`src/gdc_regs.svh`:
```
// constants for the gate driver controller
`ifndef GDC_REGS_SVH
`define GDC_REGS_SVH
`define GDC_CLK_HZ        10000000
`define GDC_RST_PULSE_NS  5000
`define GDC_RST_MARGIN_NS 1000
`define GDC_PULSE_CYC     ((`GDC_RST_PULSE_NS + `GDC_RST_MARGIN_NS) / 100)
`define GDC_ST_IDLE       4'h1
`define GDC_ST_RUN        4'h2
`define GDC_ST_FAULT      4'h4
`define GDC_ST_CLEAR      4'h8
`endif

```
`src/gdc_pkg.sv`:
```
// types shared by the gate driver controller
package gdc_pkg;
  typedef enum logic [3:0] {
    ST_IDLE  = 4'h1,
    ST_RUN   = 4'h2,
    ST_FAULT = 4'h4,
    ST_CLEAR = 4'h8
  } gdc_state_t;
  typedef struct packed {
    logic enable;
    logic gate_on;
    logic clear;
  } gdc_cmd_t;
endpackage

```
`src/gdc_sync.sv`:
```
// two flip-flop synchroniser for pin inputs
`timescale 1ns/10ps
`default_nettype none
module gdc_sync #(
  parameter int W = 1
) (
  input  wire logic         clk,
  input  wire logic         rst,
  input  wire logic [W-1:0] d,
  output var  logic [W-1:0] q
);
  logic [W-1:0] meta_q;
  always_ff @(posedge clk or posedge rst) begin
    if (rst) begin
      meta_q <= '0;
      q      <= '0;
    end else begin
      meta_q <= d;
      q      <= meta_q;
    end
  end
endmodule
`default_nettype wire

```
`src/gdc_top.sv`:
```
// controller board logic driving a single-switch gate driver
// behaviour in short:
// - idle: driver reset held high, gate command held low
// - run: driver reset low, gate command follows the request one cycle
//   later; the error pin is watched only here, because the driver
//   shows no error while its reset is high
// - fault: entered on a seen error; gate low and driver reset high
//   until the user asks for a clear
// - clear: driver reset held high for a fixed number of cycles, long
//   enough for the driver to drop its error memory, then back to idle
// limitation: a fault that is still present after the clear is only
// seen again once run is re-entered, two synchroniser cycles later
// trade-off: the clear pulse carries a fixed margin above the minimum
// width instead of being tuned, so a clock up to 12 MHz can still keep it legal
`timescale 1ns/10ps
`default_nettype none
`include "gdc_regs.svh"
module gdc_top #(
  parameter int PULSE_CYC = `GDC_PULSE_CYC
) (
  // clock and reset
  input  wire logic CLK,
  input  wire logic RST,
  // user side
  input  wire logic ENABLE,
  input  wire logic GATE_REQ,
  input  wire logic CLEAR_REQ,
  input  wire logic ERR_ACTIVE_LOW,
  output var  logic FAULT,
  output var  logic CLEAR_BUSY,
  // driver pins
  input  wire logic ERROR_PIN,
  output var  logic GATE_CMD,
  output var  logic DRV_RESET
);
  // -----------------------------------------------
  // parameter checks
  // -----------------------------------------------
  // the clear counter is 16 bits wide and needs a last count above zero
  if (PULSE_CYC < 2 || PULSE_CYC > 65535) begin : g_bad_pulse
    $error("PULSE_CYC out of range");
  end

  // -----------------------------------------------
  // state decoding
  // -----------------------------------------------
  function automatic logic is_state(
    input gdc_pkg::gdc_state_t s,
    input gdc_pkg::gdc_state_t want
  );
    return (s == want);
  endfunction

  // -----------------------------------------------
  // input synchronisation
  // -----------------------------------------------
  logic       err_pin_s;
  logic       pol_s;
  wire  [1:0] sync_d = {ERROR_PIN, ERR_ACTIVE_LOW};
  logic [1:0] sync_q;

  // with the sense input tied back for bench work the pin stays idle
  gdc_sync #(.W(2)) u_sync (
    .clk (CLK),
    .rst (RST),
    .d   (sync_d),
    .q   (sync_q)
  );

  assign err_pin_s = sync_q[1];
  assign pol_s     = sync_q[0];

  // error pin polarity is a board strap, so it is followed as a level
  wire err_seen = pol_s ? ~err_pin_s : err_pin_s;

  // -----------------------------------------------
  // sequencing
  // -----------------------------------------------
  gdc_pkg::gdc_state_t state_q;
  gdc_pkg::gdc_state_t state_d;
  gdc_pkg::gdc_cmd_t   cmd_d;
  logic [15:0]         cnt_q;
  logic [15:0]         cnt_d;
  logic                fault_q;
  logic                fault_d;

  wire cnt_done = (cnt_q == 16'(PULSE_CYC - 1));

  always_comb begin
    state_d = state_q;
    cnt_d   = cnt_q;
    fault_d = fault_q;
    case (state_q)
      gdc_pkg::ST_IDLE: begin
        if (ENABLE) begin
          state_d = gdc_pkg::ST_RUN;
        end
      end
      gdc_pkg::ST_RUN: begin
        // error shows only with reset low, so sample it only here
        if (err_seen) begin
          state_d = gdc_pkg::ST_FAULT;
          fault_d = 1'b1;
        end else if (!ENABLE) begin
          state_d = gdc_pkg::ST_IDLE;
        end
      end
      gdc_pkg::ST_FAULT: begin
        if (CLEAR_REQ) begin
          state_d = gdc_pkg::ST_CLEAR;
          cnt_d   = 16'h0000;
        end
      end
      gdc_pkg::ST_CLEAR: begin
        cnt_d = cnt_q + 16'h0001;
        if (cnt_done) begin
          state_d = gdc_pkg::ST_IDLE;
          fault_d = 1'b0;
          cnt_d   = 16'h0000;
        end
      end
      default: begin
        state_d = gdc_pkg::ST_IDLE;
      end
    endcase
  end

  // reset held high except in run; gate forced low outside run
  wire run_next   = is_state(state_d, gdc_pkg::ST_RUN);
  wire clear_next = is_state(state_d, gdc_pkg::ST_CLEAR);

  always_comb begin
    cmd_d.enable  = run_next;
    cmd_d.gate_on = run_next & GATE_REQ;
    cmd_d.clear   = clear_next;
  end

  always_ff @(posedge CLK or posedge RST) begin
    if (RST) begin
      state_q <= gdc_pkg::ST_IDLE;
    end else begin
      state_q <= state_d;
    end
  end

  always_ff @(posedge CLK or posedge RST) begin
    if (RST) begin
      cnt_q <= 16'h0000;
    end else begin
      cnt_q <= cnt_d;
    end
  end

  always_ff @(posedge CLK or posedge RST) begin
    if (RST) begin
      fault_q <= 1'b0;
    end else begin
      fault_q <= fault_d;
    end
  end

  // -----------------------------------------------
  // registered outputs
  // -----------------------------------------------
  // driver reset comes up high so the driver stays blocked from reset
  always_ff @(posedge CLK or posedge RST) begin
    if (RST) begin
      DRV_RESET <= 1'b1;
    end else begin
      DRV_RESET <= ~cmd_d.enable;
    end
  end

  always_ff @(posedge CLK or posedge RST) begin
    if (RST) begin
      GATE_CMD <= 1'b0;
    end else begin
      GATE_CMD <= cmd_d.gate_on;
    end
  end

  always_ff @(posedge CLK or posedge RST) begin
    if (RST) begin
      FAULT <= 1'b0;
    end else begin
      FAULT <= fault_d;
    end
  end

  always_ff @(posedge CLK or posedge RST) begin
    if (RST) begin
      CLEAR_BUSY <= 1'b0;
    end else begin
      CLEAR_BUSY <= cmd_d.clear;
    end
  end
endmodule
`default_nettype wire

```
`config.mk`:
```
export PLATFORM = sky130hd
export DESIGN_NAME = gdc_top
export DESIGN_NICKNAME = d
export VERILOG_FILES = /design/src/gdc_pkg.sv /design/src/gdc_sync.sv /design/src/gdc_top.sv
export VERILOG_INCLUDE_DIRS = /design/src
export SDC_FILE = /design/constraint.sdc
export NUM_CORES = 1
export LEC_CHECK = 0
export BUFFER_PORTS_ARGS = -buffer_cell sky130_fd_sc_hd__buf_2
export CAP_MARGIN = 20
export CORE_UTILIZATION = 55
export CTS_CLUSTER_SIZE = 14
export DETAILED_ROUTE_END_ITERATION = 12
export GPL_TIMING_DRIVEN = 0
export PLACE_DENSITY = 0.8
export SLEW_MARGIN = 20
export SYNTH_ARGS = -nofsm -noshare
export SYNTH_HDL_FRONTEND = slang
export SYNTH_SLANG_ARGS = --single-unit
```
`constraint.sdc`:
```
create_clock -name CLK -period 1.8 [get_ports CLK]
set_clock_uncertainty 0.05 [all_clocks]
set_input_delay 0.09 -clock CLK [delete_from_list [all_inputs] [get_ports CLK]]
set_output_delay 0.09 -clock CLK [all_outputs]
set_load 0.05 [all_outputs]
```
==> metrics list, run 1 <==
- Result of the run: finished with violations
- GRT Overall Usage: 24.3%
- Walking the worst path, the cells encountered are ha_4 > and4b_1 > nand4_1 > buf_4 > nand2_4 > o41ai_2.
- Instance count of the mapped netlist: roughly 150
* Most used routing layer: met2
* Synth top area cells: dfrtp_1 44%, a31oi_1 5.5%, nand2_1 3.8%
* Utilization of the core after routing: a little over 70%
* Core Region: around 0.0025 mm^2
- Along the worst path, the maximum fanout reaches 8.
* Most common cell after layout, fill and taps aside: dfrtp_1
- The floorplan step defined a die boundary enclosing 0.00288 mm^2.
* HPWL after DPL: 2060 um
- For this design the ratio of total power to cell area is roughly 1300 mW/mm^2.
- The number of antenna diodes in the final layout is 0.
- For this run, design rule violations remaining after detail routing come to 0.
- Launch point of the critical path: cnt_q[1]
- The longest clock path from root to sink contains 2 buffers.
* Met3 layer usage reported by global route: between 2 and 3%
- Synth top area share: 44.3%
- Worst IR drop on VDD: between 0.001 and 0.0015 V
- Post-synthesis net count: about 160
- Ratio of routed vias to standard cells: 6.41
* Setup ws final: -0.0154 ns
* Violated checks: setup timing
- In this run the critical register-to-register path is launched from cnt_q[1].
* Final #Nets: between 150 and 200
- Leading area contributor after synthesis: dfrtp_1
- Fin. max-slew vios: 0
* Worst EP required: between 1.5 and 2 ns
- Leaving out filler cells and counting taps, the final layout contains slightly above 200.
- Slowest library cell on the worst path: dfrtp_1
* Share of synthesized cell area in full adder, half adder and majority cells: 0.852%
- Starting density of the core: about three fifths
* Main synth FF type: dfrtp_1
* Post-Synth XOR/XNOR Area: under 10%
- The routed layout has ~1,300 vias.
- Detailed-routing iteration count for the pre-antenna-repair pass: 4
* Worst setup EP type: register
- Async set-reset flop share out of synthesis: between 90% and 100%
- The number of global-route vias before repair is 1,139.
- Element type at the critical path start: register
- Final hold analysis gives a worst-case slack of between 0.2 and 0.3 ns.
* I/O pin cnt: 11
- Maximum number of pins on one net before global-route repair: 29
- The tree built by TritonCTS fans out to 28 sinks.
- Synthesized-area fraction occupied by and/or/nand/nor cells: roughly a quarter
- The first global-routing pass estimated 5110 um of wire.
- Max incr delay on CP: 0.46 ns
* Crit path buffers/inverters: 1
* Commonest cells after routing, fill and taps aside: 24 x dfrtp_1, 14 x nand2_1, 13 x a31oi_1
* Data arrival time at the worst-slack endpoint: 1.99 ns
* Tmin final: ~1.8 ns
- In the final routed layout, each cell accounts on average for ~17 um.
* Count of flip-flops with a built-in enable after synthesis: 0
* Buffer type at the clock tree root: clkbuf_4
- The worst pin sits at a relative slew slack of a little over three fifths.
- At the later pin of the worst-skew pair, clock insertion delay measures ~0.32 ns.
- Initial detailed-routing violation count: 69
- Number of antenna violations at the first check in global routing: 0
* Mean post-synth cell area: about 9.9 um^2
- The synthesized netlist devotes between 10% and 20% of its cell area to compound gates.
* Sequential cell area fraction in the yosys report: between 40% and 50%
- Clock-pin slew was measured on the worst setup and hold paths at approximately 0.15 ns.
- The detail route stage leaves a number of antenna-violating nets equal to 0.
- Cell total after placement: about 190
* Leakage power of the design: around 0.73 nW
- Measured along the y axis, the die boundary spans around 54 um.
- For met1 alone, demand over resource in global routing was a little over a third.
* Horizontal die dimension: 53.7 um
- Setup repair after global routing could not meet its margin everywhere.
- Final weighted congestion of routability-driven global placement: approximately 0.92
- Main combinational cell family by area after synthesis: simple AND/OR/NAND/NOR gates
- Final hold violation count: 0
* Mux cell area share after synthesis: less than 1%
- The synthesized design contains 28 register bits.
* FP Rows: 18
- Number of library cell types mapped by synthesis: 43
* Congestion Overflow GR: 0
- Global routing consumed, on the met2 layer, roughly 37% of the routing resources.
- Yosys printed 0 warnings.
- In the finished design, the share of the clock period the worst path needs comes to 101%.
* Worst hold path type: in2async
* Final wirelength: around 3300 um
* Critical path type: reg2reg
- Fraction of layout instances using a drive strength above 1: between 20 and 30%
- Mapped cell area: ~0.0015 mm^2
* Number of buffers inserted by port buffering: 10
- Layout-stage area growth over the synthesis result: 23.7%
- Final Setup Violations: 3
- CTS built an H-tree with a depth of 1.
- TritonCTS clock tree: done
- Timing would allow up to 0.551 GHz.
- The number of clock buffers added by TritonCTS is 3.
* Dominant delay contributor by cell family on the critical path: simple AND/OR/NAND/NOR gates
- Max-cap violations in this run came to 0.
- For the pin with the worst max-slew slack, the measured transition is between 0.5 and 0.6 ns.
## where the power goes
group | leakage [nW] | switching, W | internal [W]
Sequential | 0.310 | 0.000297 | 0.000834
Combinational | 0.394 | 0.000522 | 0.000387
Clock | 0.0279 | 0.000183 | 0.000225
## kinds of logic (layout without fill, tap and decap cells)
logic type / Yosys count / count (layout)
adder cells (fa/ha/maj): 1 / 1
AND/OR/NAND/NOR: 63 / 63
flip-flops: 28 / 28
AO/OA/AOI/OAI: 37 / 37
XOR/XNOR: 3 / 3
buffers and inverters: 16 / 39
multiplexers: 1 / 1
## cell type report
cell class / instances / area, um^2
Buffer: 8 / 58.8
Inverter: 7 / 26.3
Multi-Input combinational cell: 105 / 796
Tap cell: 30 / 37.5
Timing Repair Buffer: 20 / 140
Fill cell: 185 / 683
Clock buffer: 3 / 22.5
Clock inverter: 1 / 30.0
Sequential cell: 28 / 706
## sequential cells by signal (all words and copies together) (netlist names)
| signal | cells |
|---|---|
| GATE_CMD | 1 |
| FAULT | 1 |
| DRV_RESET | 1 |
| u_sync.meta_q | 2 |
| state_q | 4 |
| cnt_q | 16 |
| u_sync.q | 2 |
| CLEAR_BUSY | 1 |
## path summary, 6_finish.rpt
| path | depth (start not counted) | end | slack, ns |
|---|---|---|---|
| min in group CLK | 0 | u_sync.q[0] | 0.32 |
| min reg2reg | 0 | u_sync.q[0] | 0.32 |
| max | 6 | cnt_q[11] | -0.02 |
| max reg2reg | 6 | cnt_q[11] | -0.02 |
| min | 3 | CLEAR_BUSY | 0.29 |
| max in group asynchronous | 3 | cnt_q[6] | 1.01 |
## metal layers
layer  vias to the layer above  share of wire, %
met3                         6               4.2
met1                       629                46
met4                         0               1.0
met5                         -                 0
met2                        47                49
li1                        612                 -
## synthesized netlist by cell type, drive strengths merged (2+ instances only)
cell type and n:
a31oi 13, a32oi 3, buf 4, clkbuf 5, dfrtp 26, dfstp 2, inv 7, nand2 15
nand2b 4, nand3 6, nand3b 4, nand4 5, nor2 6, nor2b 2, nor3 3, nor4 7
nor4b 2, o211ai 2, o21a 2, o21ai 4, o22ai 2, o31a 3, o41ai 2, or3b 2
xor2 2
## worst reg2reg max path, stage by stage (launching register included)
cell and delay, ns:
dfrtp_1 0.46, ha_4 0.19, and4b_1 0.21, nand4_1 0.22, buf_4 0.18, nand2_4 0.10
o41ai_2 0.32
## repair_timing
item,4_1_cts,5_1_grt
hold buffers,6,0
pin swaps,0,3
setup buffers,1,3
endpoints found under the setup margin,11,13
gates resized for setup,4,32
endpoints found under the hold margin,32,0
## stage by stage
step / cell area, um^2 / TNS, ns / total power [W] / setup slack, ns
2_1_floorplan: 1470 / 0 / 0.00166 / 0.154
3_3_place_gp: 1560 / -0.0596 / 0.00181 / -0.0215
3_5_place_dp: 1560 / -0.388 / 0.00184 / -0.0974
4_1_cts: 1690 / 0 / 0.00228 / 0.0132
5_1_grt: 1820 / -0.532 / 0.00261 / -0.113
6_report: 1820 / -0.0277 / 0.00245 / -0.0154
(Power assumes the default switching activity.)
==> run 2, diff against run 1 <==
CELL_PAD_IN_SITES_DETAIL_PLACEMENT = 0   (was default)
CELL_PAD_IN_SITES_GLOBAL_PLACEMENT = 1   (was default)
CORE_UTILIZATION = 49   (was 55)
PLACE_DENSITY = 0.88   (was 0.8)
REMOVE_ABC_BUFFERS = 1   (was default)
clock period = 2.2 ns   (was 1.8 ns; I/O delays follow)
==> run 2 against run 1 <==
The run ends with DRC left. Routed wire length is 8.8% higher. First-iteration DRC count is 84% higher. Clock power is 49% lower. Final area is 8.3% lower. Maximum frequency is 7.2% lower. Setup slack better by 0.26 ns. Die area is 12% higher. Register-to-register slack better by 0.26 ns. Worst hold slack worse by 0.25 ns. Critical endpoint unchanged. Largest power group unchanged.
==> metrics list, run 2 (synthesized netlist as in run 1, its figures left out) <==
- Avg WL per Cell: between 15 and 20 um
* Diodes inserted: 0
- Worst setup EP type: register
* Crit path buffers/inverters: 0
- The floorplan has 19 rows.
- Timing analysis after detailed placement gives a worst setup slack of -0.324 ns.
* I/O pin cnt: 11
* CTS max path bufs: 2
- The register with the most flip-flops in the layout has 16 of them.
* Violated checks: DRC
- The analysis attributes to cell leakage a power of 0.675 nW.
- Global-route wire length before repair: about 6000 um
- The signal on the critical path passes through nor4b_2 > a32oi_1 > o41ai_1.
- The tool flagged a number of max-cap violations equal to 0.
* Worst hold path type: in2reg
- The number of clock buffers added by TritonCTS is 3.
* Worst IR drop on VDD: around 0.00047 V
* Area of the die: 0.00322 mm^2
- Final #Nets: approximately 180
* Vias after detailed routing: about 1,300
- Register bank with the most flops: cnt_q
* Worst hold slack after final layout: 0.0364 ns
* Max_slew headroom: 29.4%
* Number of antenna violations at the first check in global routing: 0
* Antenna viol nets, final: 0
- Tmin final: ~2.0 ns
- The number of global-route vias before repair was around 1,300.
- Die Ht: around 57 um
- Result of the run: finished with violations
- The library cell used most frequently in the layout, excluding fill and tap cells, is dfrtp_1.
- Slowest library cell on the worst path: nor4b_2
- Of the available clock period, the critical path in the final layout requires slightly below 90%.
* Fin. max-slew vios: 0
- Setup repair after global routing left no endpoint under its margin.
- For this run, the slowest stage of the critical path takes 0.95 ns.
- Clock Sinks: 28
- Entering global routing, the biggest net connects 29 pins.
- The root buffer cell chosen for the clock tree is clkbuf_4.
- DRC Markers: 2
* Layout-stage area growth over the synthesis result: 13.4%
* Data arrival time at the worst-slack endpoint: approximately 2.1 ns
* Starting density of the core: 52.4%
- Setup violations remaining at the end of the flow were counted as 0.
* GRT Overall Usage: about a quarter
* Peak clock frequency supported by timing: approximately 0.51 GHz
* Critical path type: reg2reg
- The filler cells instantiated in the layout total 257.
- Leaving out fill and tap cells, the most frequent cells in the layout are 26 x dfrtp_1, 15 x nand2_1, 13 x a31oi_1.
- Among cell families on the critical path, the largest total delay comes from simple AND/OR/NAND/NOR gates.
- Final weighted congestion of routability-driven global placement: ~0.82
- Setup ws final: ~0.24 ns
- TritonCTS clock tree: done
- The later pin in the worst-skew pair is clocked with a latency of 0.33 ns.
* Post-cts sizing count: 0
* Core Region: ~0.0028 mm^2
* Registers with the most flip-flops: cnt_q: 16 flops, state_q: 4 flops
- Clock H-tree levels: 1
- Detailed-routing iteration count for the pre-antenna-repair pass: 8
* Initial detailed-routing violation count: around 130
* Actual slew at the worst max-slew pin: 1.06 ns
- Element type at the critical path start: register
* Ratio of routed vias to standard cells: approximately 6.8
- Clock-pin slew was measured on the worst setup and hold paths at ~0.15 ns.
* Fraction of layout instances using a drive strength above 1: roughly 17%
* Areal power density over the cells: approximately 1000 mW/mm^2
- For the worst setup path, the data required time is approximately 2.4 ns.
- The die is ~57 um wide.
- HPWL after DPL: 2090 um
- Number of buffers inserted by port buffering: 10
- Final wirelength: ~3600 um
- For this run the aggregate overflow at the end of global routing stands at 0.
- Along the worst path, the maximum fanout reaches 11.
- Final hold violation count: 0
==> run 2: cell types whose count changed in the layout (fill, tap and decap cells not counted), moves of 2 or more <==
cell      previous run  this run
o41ai_2              2         0
o41ai_1              0         2
buf_2               12        10
nor4b_2              0         2
a32oi_2              2         0
clkbuf_2             3         0
nor4_1               3         7
dfrtp_1             24        26
dfrtp_2              2         0
a32oi_1              1         3
buf_4                4         7
buf_6                3         0
nor4_2               4         0
==> run 2: area by class of cell <==
| type | instances | area (um^2) | area share, % |
|---|---|---|---|
| clock buffer | 3 | 22.5 | 1.35 |
| inverter | 7 | 26.3 | 1.58 |
| multi-input combinational | 107 | 722 | 43.4 |
| sequential | 28 | 703 | 42.2 |
| tap | 31 | 38.8 | 2.33 |
| timing repair buffer | 22 | 153 | 9.17 |
==> run 2: stage by stage <==
step / setup TNS, ns / power [W] / area (um^2) / utilization, % / cells
after floorplan: 0 / 0.00134 / 1430 / - / 140
after global placement: -2.15 / 0.00147 / 1520 / 54.1 / 181
after detailed placement: -3.17 / 0.00150 / 1520 / 54.1 / 181
after CTS: 0 / 0.00173 / 1630 / 58.0 / 193
after global routing: 0 / 0.00186 / 1670 / 59.4 / 198
final: 0 / 0.00174 / 1670 / 59.4 / 198
==> run 2: report_power, final <==
part / internal [W] / switching, W
combinational: 0.000244 / 0.000359
clock: 0.0000642 / 0.000145
sequential: 0.000679 / 0.000251
total: 0.000987 / 0.000756
==> run 2: repair_timing <==
item / in CTS / in global routing
buffers inserted: 2 / 5
pin swaps: 1 / 1
setup endpoints to repair: 19 / 3
gates cloned: 2 / 0
hold endpoints to repair: 6 / 0
hold buffers: 5 / 0
==> run 2: per-layer routing <==
metal	GRT usage (%)	vias up	wire length, um	share of wire [%]
li1	-	612	-	-
met1	33.3	657	1550	43
met2	36.2	65	1760	48
met3	4.61	10	239	6.6
met4	11.1	0	84	2.3
met5	0	-	0	0
==> run 2: path summary, 6_finish.rpt <==
path	from	to	slack [ns]	depth (start not counted)
max in group asynchronous	RST	cnt_q[4]	1.36	3
max reg2reg	state_q[2]	cnt_q[11]	0.24	3
min	ENABLE	state_q[1]	0.04	3
max	state_q[2]	cnt_q[11]	0.24	3
min reg2reg	u_sync.meta_q[1]	u_sync.q[1]	0.32	0
min in group asynchronous	RST	cnt_q[10]	0.33	3
==> run 2: worst register-to-register path, delay by kind of cell, from the launching register on <==
family             cells  cell delay (ns)
DFF                    1             0.54
and+or+nand+nor        1             0.95
AOI/OAI and AO/OA      2             0.33
